**src/pbs_pkg.sv**
```systemverilog
/*
 * pbs_pkg: constants and carrier types for the push-button power sequencer.
 * assumes a 200 MHz system clock; times below are given in milliseconds and converted to cycles.
 */
`default_nettype none
package pbs_pkg;
	localparam int unsigned CLK_HZ         = 200_000_000;
	localparam int unsigned ON_DB_MS       = 32;   // turn_on_debounce_time
	localparam int unsigned OFF_DB_MS      = 32;   // turn_off_debounce_time
	localparam int unsigned INT_MIN_MS     = 32;   // minimum interrupt width
	localparam int unsigned BLANK_MS       = 512;  // kill blanking window
	localparam int unsigned PD_MIN_MS      = 64;   // min_power_down_time
	localparam int unsigned PDT_DEF_MS     = 64;   // default extra hold, no capacitor
	localparam int unsigned RST_DLY_MS     = 200;  // supervisor reset delay
	localparam int unsigned CYC_PER_MS     = CLK_HZ / 1000;
	localparam int unsigned ON_DB_CYC      = ON_DB_MS * CYC_PER_MS;
	localparam int unsigned OFF_DB_CYC     = OFF_DB_MS * CYC_PER_MS;
	localparam int unsigned INT_MIN_CYC    = INT_MIN_MS * CYC_PER_MS;
	localparam int unsigned BLANK_CYC      = BLANK_MS * CYC_PER_MS;
	localparam int unsigned PD_MIN_CYC     = PD_MIN_MS * CYC_PER_MS;
	localparam int unsigned PDT_DEF_CYC    = PDT_DEF_MS * CYC_PER_MS;
	localparam int unsigned RST_DLY_CYC    = RST_DLY_MS * CYC_PER_MS;
	localparam int          CNT_W          = 32;
	localparam logic        EN_HIGH_DEF    = 1'b1;

	typedef enum logic [1:0] {
		PBS_OFF   = 2'b00,
		PBS_BLANK = 2'b01,
		PBS_RUN   = 2'b10
	} pbs_state_t;

	typedef enum logic [1:0] {
		PBS_SRC_NONE = 2'b00,
		PBS_SRC_BTN  = 2'b01,
		PBS_SRC_SUP  = 2'b10
	} pbs_src_t;

	// the two power-down inputs as active-high "held low" levels
	typedef struct packed {
		logic btn_low;
		logic sup_low;
	} pbs_req_t;
endpackage
`default_nettype wire

```
**src/pbs_sequencer.sv**
```systemverilog
/*
 * pbs_sequencer: push-button on/off sequencer with host kill handshake,
 * shutdown interrupt, forced power-off, supply lockout and supervisor.
 * assumes all inputs are synchronous to sys_clk_in; comparators are external
 * and deliver logic levels. the host drives power_kill_n_in.
 */
`timescale 1ns/1ps
`default_nettype none
// Summary of operation
// - power on after full 32 ms press
// - kill input ignored for 512 ms blanking
// - kill still low at blank end aborts
// - only the push button turns power on
// - 32 ms low on input raises interrupt
// - kill low after blanking drops power
// - first low input owns power-down sequence
// - long hold forces power off
// - fail warning follows comparator with hysteresis
// - low supply locks out button turn-on
// - supervisor reset held 200 ms after good
// - interrupt min 32 ms, held while pressed, cleared at power-off
// - forced off releases interrupt and enable together
// - enable polarity selectable
// - no capacitor uses 64 ms default hold
module pbs_sequencer
	import pbs_pkg::*;
#(
	parameter logic             EN_ACTIVE_HIGH = EN_HIGH_DEF,
	parameter int unsigned      ON_DB_P        = ON_DB_CYC,
	parameter int unsigned      OFF_DB_P       = OFF_DB_CYC,
	parameter int unsigned      INT_MIN_P      = INT_MIN_CYC,
	parameter int unsigned      BLANK_P        = BLANK_CYC,
	parameter int unsigned      PD_MIN_P       = PD_MIN_CYC,
	parameter int unsigned      PDT_DEF_P      = PDT_DEF_CYC
) (
	input  wire logic             sys_clk_in,
	input  wire logic             reset_n_in,
	input  wire logic             push_button_n_in,
	input  wire logic             supply_low_in,
	input  wire logic             power_kill_n_in,
	input  wire logic             hold_delay_cap_in,
	input  wire logic [CNT_W-1:0] extra_hold_cyc_in,
	input  wire logic             fail_below_in,
	input  wire logic             fail_above_in,
	input  wire logic             monitored_supply_low_in,
	output logic                  power_enable_out,
	output logic                  interrupt_n_out,
	output logic                  fail_warn_n_out,
	output logic                  supervisor_reset_n_out
);
	pbs_state_t       state_r, state_nxt;
	pbs_src_t         src_r, src_nxt;
	logic [CNT_W-1:0] blank_r, blank_nxt;
	logic [CNT_W-1:0] int_cnt_r, int_cnt_nxt;
	logic             int_on_r, int_on_nxt;
	logic             need_rel_r, need_rel_nxt;
	logic             en_out_nxt;
	logic             int_out_nxt;
	logic [CNT_W-1:0] btn_cnt;
	logic [CNT_W-1:0] sup_cnt;
	logic [CNT_W-1:0] own_cnt;
	logic [CNT_W-1:0] hold_lim;
	logic             own_low;
	logic             force_off;
	logic             powered;
	pbs_req_t         req;

	assign req.btn_low = !push_button_n_in;
	assign req.sup_low = supply_low_in;

	// restarting low-time counters, one per power-down input
	pbs_low_timer u_btn_timer (
		.sys_clk_in (sys_clk_in),
		.reset_n_in (reset_n_in),
		.active_in  (req.btn_low),
		.count_out  (btn_cnt)
	);
	pbs_low_timer u_sup_timer (
		.sys_clk_in (sys_clk_in),
		.reset_n_in (reset_n_in),
		.active_in  (req.sup_low),
		.count_out  (sup_cnt)
	);

	pbs_supervisor u_supervisor (
		.sys_clk_in             (sys_clk_in),
		.reset_n_in             (reset_n_in),
		.supply_below_in        (monitored_supply_low_in),
		.fail_below_in          (fail_below_in),
		.fail_above_in          (fail_above_in),
		.supervisor_reset_n_out (supervisor_reset_n_out),
		.fail_warn_n_out        (fail_warn_n_out)
	);

	// extra hold taken from the capacitor input, else the fixed default
	assign hold_lim  = CNT_W'(PD_MIN_P) + (hold_delay_cap_in ? extra_hold_cyc_in : CNT_W'(PDT_DEF_P));
	assign own_cnt   = (src_r == PBS_SRC_BTN) ? btn_cnt : sup_cnt;
	assign own_low   = (src_r == PBS_SRC_BTN) ? req.btn_low : (src_r == PBS_SRC_SUP) && req.sup_low;
	assign force_off = own_low && (own_cnt >= hold_lim - 1'b1);
	assign powered   = (state_r != PBS_OFF);

	always_comb begin
		state_nxt    = state_r;
		src_nxt      = src_r;
		blank_nxt    = blank_r;
		int_cnt_nxt  = int_cnt_r;
		int_on_nxt   = int_on_r;
		need_rel_nxt = need_rel_r;
		if (!req.btn_low) begin
			need_rel_nxt = 1'b0;
		end
		unique case (state_r)
			PBS_OFF: begin
				src_nxt    = PBS_SRC_NONE;
				int_on_nxt = 1'b0;
				// button only; lockout while supply low; fresh press after release
				if (!need_rel_r && !req.sup_low && req.btn_low && btn_cnt >= CNT_W'(ON_DB_P - 1)) begin
					state_nxt    = PBS_BLANK;
					blank_nxt    = '0;
					need_rel_nxt = 1'b1;
				end
			end
			PBS_BLANK, PBS_RUN: begin
				if (state_r == PBS_BLANK) begin
					// kill level not acted on until the window closes
					if (blank_r >= CNT_W'(BLANK_P - 1)) begin
						state_nxt = power_kill_n_in ? PBS_RUN : PBS_OFF;
					end else begin
						blank_nxt = blank_r + 1'b1;
					end
				end else if (!power_kill_n_in) begin
					state_nxt = PBS_OFF;
				end
				// first input to go low owns the sequence
				if (src_r == PBS_SRC_NONE || !own_low) begin
					// the turn-on press itself must not count as a turn-off request
					if (src_r != PBS_SRC_BTN && req.btn_low && !need_rel_r && !(src_r == PBS_SRC_SUP && req.sup_low)) begin
						src_nxt = PBS_SRC_BTN;
					end else if (req.sup_low && !(src_r == PBS_SRC_BTN && req.btn_low)) begin
						src_nxt = PBS_SRC_SUP;
					end else if (!own_low) begin
						src_nxt = PBS_SRC_NONE;
					end
				end
				if (own_low && own_cnt >= CNT_W'(OFF_DB_P - 1) && !int_on_r) begin
					int_on_nxt  = 1'b1;
					int_cnt_nxt = '0;
				end else if (int_on_r) begin
					if (int_cnt_r < CNT_W'(INT_MIN_P)) begin
						int_cnt_nxt = int_cnt_r + 1'b1;
					end else if (!req.btn_low && !own_low) begin
						int_on_nxt = 1'b0;
					end
				end
				if (force_off) begin
					state_nxt = PBS_OFF;
				end
				if (state_nxt == PBS_OFF) begin
					int_on_nxt   = 1'b0;
					// a button still held across turn-off must be released first
					need_rel_nxt = req.btn_low;
				end
			end
			default: begin
				state_nxt = PBS_OFF;
			end
		endcase
		en_out_nxt  = (state_nxt != PBS_OFF) ? EN_ACTIVE_HIGH : !EN_ACTIVE_HIGH;
		int_out_nxt = !int_on_nxt;
	end

	always_ff @(posedge sys_clk_in or negedge reset_n_in) begin
		if (!reset_n_in) begin
			state_r          <= PBS_OFF;
			src_r            <= PBS_SRC_NONE;
			blank_r          <= '0;
			int_cnt_r        <= '0;
			int_on_r         <= 1'b0;
			need_rel_r       <= 1'b0;
			power_enable_out <= !EN_ACTIVE_HIGH;
			interrupt_n_out  <= 1'b1;
		end else begin
			state_r          <= state_nxt;
			src_r            <= src_nxt;
			blank_r          <= blank_nxt;
			int_cnt_r        <= int_cnt_nxt;
			int_on_r         <= int_on_nxt;
			need_rel_r       <= need_rel_nxt;
			power_enable_out <= en_out_nxt;
			interrupt_n_out  <= int_out_nxt;
		end
	end

	on_needs_press_a: assert property (@(posedge sys_clk_in) disable iff (!reset_n_in)
		(state_r == PBS_OFF && state_nxt != PBS_OFF) |-> (req.btn_low && btn_cnt >= CNT_W'(ON_DB_P - 1)))
		else $error("power on without full press");
	on_button_only_a: assert property (@(posedge sys_clk_in) disable iff (!reset_n_in)
		$rose(state_r == PBS_BLANK) |-> $past(req.btn_low))
		else $error("power on without button");
	lockout_low_a: assert property (@(posedge sys_clk_in) disable iff (!reset_n_in)
		(state_r == PBS_OFF && req.sup_low) |=> state_r == PBS_OFF)
		else $error("turn-on during supply lockout");
	blank_ignore_a: assert property (@(posedge sys_clk_in) disable iff (!reset_n_in)
		(state_r == PBS_BLANK && blank_r < CNT_W'(BLANK_P - 1) && !force_off) |=> state_r != PBS_OFF)
		else $error("kill acted upon during blanking");
	blank_abort_a: assert property (@(posedge sys_clk_in) disable iff (!reset_n_in)
		(state_r == PBS_BLANK && blank_r >= CNT_W'(BLANK_P - 1) && !power_kill_n_in) |=> state_r == PBS_OFF)
		else $error("kill low at blank end did not abort");
	kill_off_a: assert property (@(posedge sys_clk_in) disable iff (!reset_n_in)
		(state_r == PBS_RUN && !power_kill_n_in) |=> power_enable_out != EN_ACTIVE_HIGH)
		else $error("kill did not release enable");
	int_raise_a: assert property (@(posedge sys_clk_in) disable iff (!reset_n_in)
		(powered && own_low && own_cnt >= CNT_W'(OFF_DB_P - 1) && !force_off && state_nxt != PBS_OFF)
		|=> !interrupt_n_out) else $error("interrupt not raised");
	int_min_a: assert property (@(posedge sys_clk_in) disable iff (!reset_n_in)
		($fell(interrupt_n_out) && int_cnt_r == '0) |-> (!interrupt_n_out || state_r == PBS_OFF)
		until_with (int_cnt_r >= CNT_W'(INT_MIN_P) || state_r == PBS_OFF))
		else $error("interrupt shorter than minimum");
	force_both_a: assert property (@(posedge sys_clk_in) disable iff (!reset_n_in)
		(powered && force_off) |=> (interrupt_n_out && power_enable_out != EN_ACTIVE_HIGH))
		else $error("forced off did not release both");
	en_tracks_a: assert property (@(posedge sys_clk_in) disable iff (!reset_n_in)
		(power_enable_out == EN_ACTIVE_HIGH) == powered)
		else $error("enable level disagrees with state");
	src_hold_a: assert property (@(posedge sys_clk_in) disable iff (!reset_n_in)
		(powered && src_r == PBS_SRC_BTN && req.btn_low && state_nxt != PBS_OFF) |=> src_r == PBS_SRC_BTN)
		else $error("owner changed while held");
	fresh_press_a: assert property (@(posedge sys_clk_in) disable iff (!reset_n_in)
		(state_r == PBS_OFF && need_rel_r) |=> state_r == PBS_OFF)
		else $error("re-enabled without fresh press");
endmodule
`default_nettype wire

```
**src/pbs_low_timer.sv**
```systemverilog
/*
 * pbs_low_timer: counts cycles an input has been continuously active.
 * assumes the input is synchronous to sys_clk_in; count saturates at top.
 */
`timescale 1ns/1ps
`default_nettype none
module pbs_low_timer
	import pbs_pkg::*;
(
	input  wire logic             sys_clk_in,
	input  wire logic             reset_n_in,
	input  wire logic             active_in,
	output logic      [CNT_W-1:0] count_out
);
	logic [CNT_W-1:0] count_nxt;

	always_comb begin
		if (!active_in) begin
			count_nxt = '0;
		end else if (count_out != {CNT_W{1'b1}}) begin
			count_nxt = count_out + 1'b1;
		end else begin
			count_nxt = count_out;
		end
	end

	always_ff @(posedge sys_clk_in or negedge reset_n_in) begin
		if (!reset_n_in) begin
			count_out <= '0;
		end else begin
			count_out <= count_nxt;
		end
	end
endmodule
`default_nettype wire

```
**src/pbs_supervisor.sv**
```systemverilog
/*
 * pbs_supervisor: supply reset and power-fail flag, independent of sequencing.
 * assumes comparator outputs arrive synchronous, high meaning "below threshold" except fail_above_in, high meaning above the rising level.
 */
`timescale 1ns/1ps
`default_nettype none
module pbs_supervisor
	import pbs_pkg::*;
(
	input  wire logic sys_clk_in,
	input  wire logic reset_n_in,
	input  wire logic supply_below_in,
	input  wire logic fail_below_in,
	input  wire logic fail_above_in,
	output logic      supervisor_reset_n_out,
	output logic      fail_warn_n_out
);
	logic [CNT_W-1:0] good_cnt_r;
	logic [CNT_W-1:0] good_cnt_nxt;
	logic             rst_nxt;
	logic             warn_nxt;

	always_comb begin
		good_cnt_nxt = good_cnt_r;
		rst_nxt      = supervisor_reset_n_out;
		warn_nxt     = fail_warn_n_out;
		if (supply_below_in) begin
			good_cnt_nxt = '0;
			rst_nxt      = 1'b0;
		end else if (good_cnt_r >= CNT_W'(RST_DLY_CYC - 1)) begin
			rst_nxt = 1'b1;
		end else begin
			good_cnt_nxt = good_cnt_r + 1'b1;
		end
		// hysteresis: low below falling level, released only above rising level
		if (fail_below_in) begin
			warn_nxt = 1'b0;
		end else if (fail_above_in) begin
			warn_nxt = 1'b1;
		end
	end

	always_ff @(posedge sys_clk_in or negedge reset_n_in) begin
		if (!reset_n_in) begin
			good_cnt_r             <= '0;
			supervisor_reset_n_out <= 1'b0;
			fail_warn_n_out        <= 1'b1;
		end else begin
			good_cnt_r             <= good_cnt_nxt;
			supervisor_reset_n_out <= rst_nxt;
			fail_warn_n_out        <= warn_nxt;
		end
	end

	supply_low_rst_a: assert property (@(posedge sys_clk_in) disable iff (!reset_n_in)
		supply_below_in |=> !supervisor_reset_n_out) else $error("reset not held while supply low");
	fail_warn_low_a: assert property (@(posedge sys_clk_in) disable iff (!reset_n_in)
		fail_below_in |=> !fail_warn_n_out) else $error("fail warning not asserted");
	fail_warn_hold_a: assert property (@(posedge sys_clk_in) disable iff (!reset_n_in)
		(!fail_below_in && !fail_above_in) |=> fail_warn_n_out == $past(fail_warn_n_out))
		else $error("fail warning moved inside hysteresis band");
endmodule
`default_nettype wire

```
**config.mk**
```make
export PLATFORM = sky130hd
export DESIGN_NAME = pbs_sequencer
export DESIGN_NICKNAME = d
export VERILOG_FILES = /design/src/pbs_pkg.sv /design/src/pbs_sequencer.sv /design/src/pbs_low_timer.sv /design/src/pbs_supervisor.sv
export SDC_FILE = /design/constraint.sdc
export NUM_CORES = 1
export LEC_CHECK = 0
export BUFFER_PORTS_ARGS = -buffer_cell sky130_fd_sc_hd__clkbuf_2
export CORE_ASPECT_RATIO = 2
export CORE_MARGIN = 1
export CORE_UTILIZATION = 63
export DETAILED_ROUTE_END_ITERATION = 8
export PLACE_DENSITY = 0.78
export REMOVE_ABC_BUFFERS = 1
export SLEW_MARGIN = 10
export SYNTH_ARGS = -nofsm -noshare
export SYNTH_HDL_FRONTEND = slang
export SYNTH_HIERARCHICAL = 1
export SYNTH_SLANG_ARGS = --single-unit
```
**constraint.sdc**
```tcl
create_clock -name sys_clk_in -period 3.53 [get_ports sys_clk_in]
set_clock_uncertainty 0.2 [all_clocks]
set_input_delay 0.706 -clock sys_clk_in [delete_from_list [all_inputs] [get_ports sys_clk_in]]
set_output_delay 0.706 -clock sys_clk_in [all_outputs]
set_load 0.005 [all_outputs]
```
==> out/results.ini, run 1 <==
[hold_path]
hp-class=in2async

[cells_and_area]
final_common_cell=nand2_1
drive_above_1_share_pct=15.21
fin_nets=1509
final_cell_mix=202 x nand2_1, 168 x dfrtp_1, 86 x nor2_1, 79 x buf_4, 76 x a21oi_1
antennaDiodeCount=0
fin_cells=1650
fillCellCount=1351
fin_area_sq_mm=0.01303
syn_to_final_growth_pct=15.32

[clocking]
cts_buffers=17
cts_tree=built
cts_root_buffer=clkbuf_16
cts.path.max_buffers=2
clkLatencyLatePin_ns=0.44
cts_max_level=4
cts.sinks=170
path_clk_slew_ns=0.07

[floorplanning]
fp.dieH_um=191.4
rows=68
dieArea_sq_mm=0.01851
die_x_um=96.70
fp.coreArea_sq_mm=0.01744
io_pins=45
initial_utilization_pct=64.78

[global_route]
grt_pass1_wl_mm=52.47
grt_pass1_vias=11400
antenna_found_initial=0
grt_util_all_layers_pct=35.34
grt_max_degree=81
grt_overflow=0

[sta]
max_freq_mhz=273.2
hold_viol=0
fin_ws_ns=-0.1310
finalCritPeriodShare_pct=103.7
rsz0062_at_grt=true
setup_viol=4
slew_viol_final=0
worst_pin_slew_ns=0.9022
relSlewSlack_pct=39.86
layout_min_cycle_time_ns=3.661

[synth]
synth_edf_count=0
synthCells=1345
synth.avg_cell_area_sq_um=8.400
ys_seq_elements=170
syn_area_sq_mm=0.01130
async_flop_share_pct=100.0
synth_cell_types=79
synth_ff_type=dfrtp_1
ys_seq_area_share_pct=37.67
ys_warn_count=6

[routing]
drt_first_pass_iters=6
wl_per_cell_um=19.21
drcViolationCount=0
drtIter0Drc=573
wirelength_mm=31.70
ant_nets=0
vias_per_cell=6.699
dr_total_vias=11050

[placed_design]
post-place-cells=1616
port_buffers=44
place_area_sq_mm=0.01219
gp_congestion=0.9826
hpwl_mm=23.12

[pwr]
comb_power_share_pct=18.7
leakage_nw=5.460
irDropWorstVdd_mv=0.2577
swShare_pct=31.80
power_frac_seq_pct=45.2
power_density_mw_per_mm2=412.7
p_sw_mw=1.710
power_mw=5.377
clkPwrFrac_pct=36.1
intPower_mw=3.667

[worst_setup_path]
r2r_slack_ns=0.01
start_kind=primary input
critPathCaptureType=register
crit_type=in2reg
arrival_ns=3.78
required_ns=3.65
path_max_fanout=8
r2r_end=need_rel_r
r2r-start=src_r[1]
rr_worst_depth=12

[outcome]
outcome=finished with violations
violations=negative setup slack

[run]
maxCapViolations=0

[stage by stage]
step	setup slack [ns]	hold WS [ns]	util (%)	TNS, ns
floorplan	-0.8226	0.2104	-	-4.305
global placement	-0.8813	0.2668	69.89	-4.986
detailed placement	-0.9107	0.2753	69.89	-5.170
CTS	-0.1849	0.1411	74.07	-0.7734
global route	-0.2531	0.1678	74.70	-1.080
finish	-0.1310	0.08633	74.70	-0.3040
[per-layer routing]
metal	part of all wire (%)	vias to the layer above	track usage (%)
li1	-	5164	-
met1	34	5256	32.29
met2	53	450	66.47
met3	4.7	183	6.179
met4	8.0	0	29.85
met5	0	-	0
[cells by family (layout without fill, tap and decap cells)]
| family | after synthesis | in the layout | share of synthesized area (%) |
|---|---|---|---|
| AND/OR/NAND/NOR | 660 | 660 | 30.61 |
| AO/OA/AOI/OAI | 315 | 315 | 18.03 |
| flip-flops | 170 | 170 | 37.67 |
| buffers and inverters | 84 | 179 | 3.068 |
| XOR/XNOR | 58 | 58 | 4.496 |
| adder cells (fa/ha/maj) | 41 | 41 | 4.540 |
| multiplexers | 17 | 17 | 1.584 |
[registers in the layout, summed over array words and instances (netlist names), named ones only]
signal and count:
blank_r 32, int_cnt_r 32, u_btn_timer/count_out 32, u_sup_timer/count_out 32, u_supervisor/good_cnt_r 32, src_r 2, state_r 2, interrupt_n_out 1
need_rel_r 1, power_enable_out 1, u_supervisor/fail_warn_n_out 1, u_supervisor/supervisor_reset_n_out 1
[layout make-up]
type	count	area, sq um	area share [%]
clock inverters	13	153.9	1.181
flip-flops and latches	170	4257	32.67
well taps	210	262.8	2.017
multi-input cells	1091	6912	53.05
repair buffers	127	915.9	7.030
clock buffers	19	452.9	3.476
inverters	20	75.07	0.5762
[power groups by stage]
stage                     Sequential [mW]  Combinational [mW]  Clock [mW]
final                                2.43                1.01        1.94
after global routing                 2.47                1.13        2.03
after CTS                            2.42               0.997        1.96
after detailed placement             2.45               0.972           0
after global placement               2.45               0.933           0
after floorplan                      2.38               0.618           0
[synth_stat cells, types with 21 or more instances]
cell type	number	area, sq um
o31ai_1	40	300.3
o21ai_0	69	345.3
xnor2_1	37	324.1
a21oi_1	77	385.4
and2_1	24	150.1
or3_1	38	237.7
and3_1	27	168.9
or4_1	21	157.7
nor4_1	22	137.6
ha_1	41	513.0
clkbuf_1	46	172.7
nand4_1	50	312.8
dfrtp_1	168	4204
nand2_1	202	758.2
nor2_1	87	326.6
nand3_1	73	365.4
xor2_1	21	183.9
nor3_1	37	185.2
[how the worst max path moves through the flow]
| stage | cells past startpoint | from | endpoint |
|---|---|---|---|
| after CTS | 19 | extra_hold_cyc_in[0] | interrupt_n_out |
| after floorplan | 15 | extra_hold_cyc_in[3] | interrupt_n_out |
| final | 18 | extra_hold_cyc_in[7] | need_rel_r |
| after global placement | 19 | extra_hold_cyc_in[3] | interrupt_n_out |
| after detailed placement | 19 | extra_hold_cyc_in[3] | interrupt_n_out |
| after global routing | 19 | extra_hold_cyc_in[3] | need_rel_r |
[worst max-delay path, stage by stage]
cell      delay (ns)
clkbuf_2        0.11
nor4_4          0.36
nand3_4         0.12
a41oi_2         0.14
buf_4           0.15
o211ai_1        0.09
buf_4           0.19
nand2_1         0.07
xnor2_1         0.11
nand2_1         0.08
ha_1            0.29
nand4_1         0.16
nor2_1          0.07
a221o_1         0.32
a211oi_2        0.20
o22ai_2         0.14
nand2b_4        0.17
a211o_1         0.30
[timing repair]
item	4_1_cts	5_1_grt
setup buffers	2	1
gates resized for setup	17	20
pin swaps	16	8
setup endpoints to repair	6	6
hold buffers	0	0
No activity file was read; power rests on OpenSTA's default activity.
==> run 2, diff against run 1 <==
--- a/config.mk
+++ b/config.mk
@@ -12,6 +12,7 @@
 export DETAILED_ROUTE_END_ITERATION = 8
 export PLACE_DENSITY = 0.78
 export REMOVE_ABC_BUFFERS = 1
+export SKIP_CTS_REPAIR_TIMING = 1
 export SLEW_MARGIN = 10
 export SYNTH_ARGS = -nofsm -noshare
 export SYNTH_HDL_FRONTEND = slang
==> run 2 against run 1 <==
Net effect: the run still ends with negative setup slack left; die area did not move; combinational power barely moved; cell count fell by 0.12%; flip-flop and latch count did not move; maximum frequency fell by 1.7%; clock power barely moved; setup slack got worse by 0.063 ns; critical path type unchanged; routed wire length fell by 0.27%.
==> out/results.ini, run 2 (same netlist as run 1, synthesis figures left out) <==
[worst_setup_path]
crit_type=in2reg  ; unchanged
start_kind=primary input  ; unchanged
arrival_ns=3.89  ; was 3.78 ns
path_buf_inv=3  ; unchanged
required_ns=3.69  ; was 3.65 ns
path_max_fanout=8  ; unchanged
slowest_delay_ns=0.37  ; was 0.36 ns
slowest_stage=nor4_2  ; was nor4_4
cp_cell_sequence=clkbuf_2 -> nor4_2 -> nand3_4 -> a41oi_2 -> buf_4 -> o211ai_1 -> buf_4 -> nand3_2 -> xnor2_2 -> nand2_1 -> ha_4 -> a21oi_1 -> nand2_1 -> a221o_1 -> a211oi_2 -> o22ai_2 -> nand2b_4 -> a221o_1  ; was clkbuf_2 -> nor4_4 -> nand3_4 -> a41oi_2 -> buf_4 -> o211ai_1 -> buf_4 -> nand2_1 -> xnor2_1 -> nand2_1 -> ha_1 -> nand4_1 -> nor2_1 -> a221o_1 -> a211oi_2 -> o22ai_2 -> nand2b_4 -> a211o_1
critical-path-top-delay-family=compound AO/OA/AOI/OAI gates  ; unchanged
critPathCaptureType=register  ; unchanged

[routing]
vias_per_cell=6.715  ; was 6.699
drcViolationCount=0  ; unchanged
ant_nets=0  ; unchanged
wirelength_mm=31.61  ; was 31.70 mm
drt_first_pass_iters=5  ; was 6
wl_per_cell_um=19.18  ; was 19.21 um
dr_total_vias=11070  ; was 11050
drtIter0Drc=592  ; was 573

[cells_and_area]
final_common_cell=nand2_1  ; unchanged
final_cell_mix=202 x nand2_1, 168 x dfrtp_1, 87 x nor2_1, 77 x a21oi_1, 77 x buf_4  ; was 202 x nand2_1, 168 x dfrtp_1, 86 x nor2_1, 79 x buf_4, 76 x a21oi_1
syn_to_final_growth_pct=15.02  ; was 15.32%
register_area_sq_mm=0.004257  ; unchanged
antennaDiodeCount=0  ; unchanged
drive_above_1_share_pct=14.88  ; was 15.21%
multi_input_area_sq_mm=0.006903  ; was 0.006912 sq mm
fin_area_sq_mm=0.01300  ; was 0.01303 sq mm
fin_nets=1507  ; was 1509
fillCellCount=1359  ; was 1351

[sta]
max_freq_mhz=268.5  ; was 273.2 MHz
tns_ns=-0.7402  ; was -0.3040 ns
relSlewSlack_pct=32.80  ; was 39.86%
worst_pin_slew_ns=0.9826  ; was 0.9022 ns
slew_viol_final=0  ; unchanged
hold_viol=0  ; unchanged
setup_viol=6  ; was 4
fin_ws_ns=-0.1942  ; was -0.1310 ns
finalCritPeriodShare_pct=105.5  ; was 103.7%
layout_min_cycle_time_ns=3.724  ; was 3.661 ns
rsz0062_at_grt=true  ; unchanged

[placed_design]
port_buffers=44  ; unchanged
hpwl_mm=23.12  ; unchanged
place_area_sq_mm=0.01219  ; unchanged
gp_congestion=0.9826  ; unchanged

[floorplanning]
die_x_um=96.70  ; unchanged
fp.dieH_um=191.4  ; unchanged
io_pins=45  ; unchanged
initial_utilization_pct=64.78  ; unchanged
dieArea_sq_mm=0.01851  ; unchanged
fp.coreArea_sq_mm=0.01744  ; unchanged
rows=68  ; unchanged

[clocking]
cts.sinks=170  ; unchanged
path_clk_slew_ns=0.07  ; about the same
cts_max_level=4  ; unchanged
cts_buffers=17  ; unchanged
cts.path.max_buffers=2  ; unchanged
cts_tree=built  ; unchanged
clkLatencyLatePin_ns=0.44  ; about the same
cts_root_buffer=clkbuf_16  ; unchanged

[pwr]
power_density_mw_per_mm2=413.2  ; was 412.7 mW/mm^2
p_sw_mw=1.706  ; was 1.710 mW
power_frac_seq_pct=45.2  ; about the same
swShare_pct=31.77  ; was 31.80%
irDropWorstVdd_mv=0.2589  ; was 0.2577 mV
intPower_mw=3.663  ; was 3.667 mW
leakage_nw=5.449  ; was 5.460 nW
comb_power_share_pct=18.7  ; about the same
clkPwrFrac_pct=36.1  ; about the same

[global_route]
antenna_found_initial=0  ; unchanged
grt_max_degree=81  ; unchanged
grt_util_all_layers_pct=34.80  ; was 35.34%
grt_overflow=0  ; unchanged
grt_pass1_wl_mm=51.78  ; was 52.47 mm
grt_pass1_vias=11310  ; was 11400

[outcome]
outcome=finished with violations  ; unchanged
violations=negative setup slack  ; unchanged

[run]
maxCapViolations=0  ; unchanged

[hold_path]
hp-class=in2async  ; unchanged

-- run 2: routing by layer --
metal | up-vias | share of wire (%) | track usage, %
li1 | 5160 | - | -
met1 | 5284 | 34 | 32.07
met2 | 450 | 54 | 66.01
met3 | 172 | 4.4 | 5.229
met4 | 0 | 7.7 | 28.87
met5 | - | 0 | 0
-- run 2: worst register-to-register path, stage by stage, from the launching register on --
cell and delay [ns]:
dfrtp_1 0.42, nor2b_2 0.23, mux2i_1 0.30, ha_1 0.27
nand2b_1 0.16, a2111oi_0 0.89, nor4b_4 0.10, nor4_2 0.28
buf_4 0.18, o22ai_2 0.10, nand2b_4 0.18, a221o_1 0.32
-- run 2: layout make-up --
class | count | share of cell area, %
sequential | 170 | 32.76
tap | 210 | 2.022
clock buffer | 19 | 3.485
timing repair buffer | 125 | 6.855
clock inverter | 13 | 1.184
multi-input combinational | 1091 | 53.12
inverter | 20 | 0.5777
-- run 2: per-stage QoR --
step / hold WS (ns) / utilization [%] / total power [mW] / cells / worst slack, ns
final: 0.07374 / 74.51 / 5.369 / 1648 / -0.1942
after CTS: 0.1411 / 73.36 / 5.358 / 1648 / -0.4684
after global routing: 0.1684 / 74.51 / 5.628 / 1648 / -0.3522
after detailed placement: 0.2753 / 69.89 / 3.425 / 1616 / -0.9107
after floorplan: 0.2104 / - / 3.000 / 1281 / -0.8226
after global placement: 0.2668 / 69.89 / 3.379 / 1616 / -0.8813
-- run 2: power by group through the flow --
stage / Clock [mW] / Sequential, mW / Combinational (mW)
finish: 1.94 / 2.43 / 1.00
global route: 2.03 / 2.47 / 1.13
CTS: 1.96 / 2.42 / 0.978
detailed placement: 0 / 2.45 / 0.972
global placement: 0 / 2.45 / 0.933
floorplan: 0 / 2.38 / 0.618
-- run 2: worst paths after layout --
path,from,endpoint,slack [ns],depth (start not counted)
max reg2reg,src_r[1],interrupt_n_out,-0.16,11
min in group sys_clk_in,fail_below_in,u_supervisor/fail_warn_n_out,0.18,2
max,extra_hold_cyc_in[11],interrupt_n_out,-0.19,18
max in group asynchronous,reset_n_in,u_supervisor/fail_warn_n_out,2.27,2
min,reset_n_in,blank_r[7],0.07,1
min reg2reg,blank_r[7],blank_r[7],0.29,1
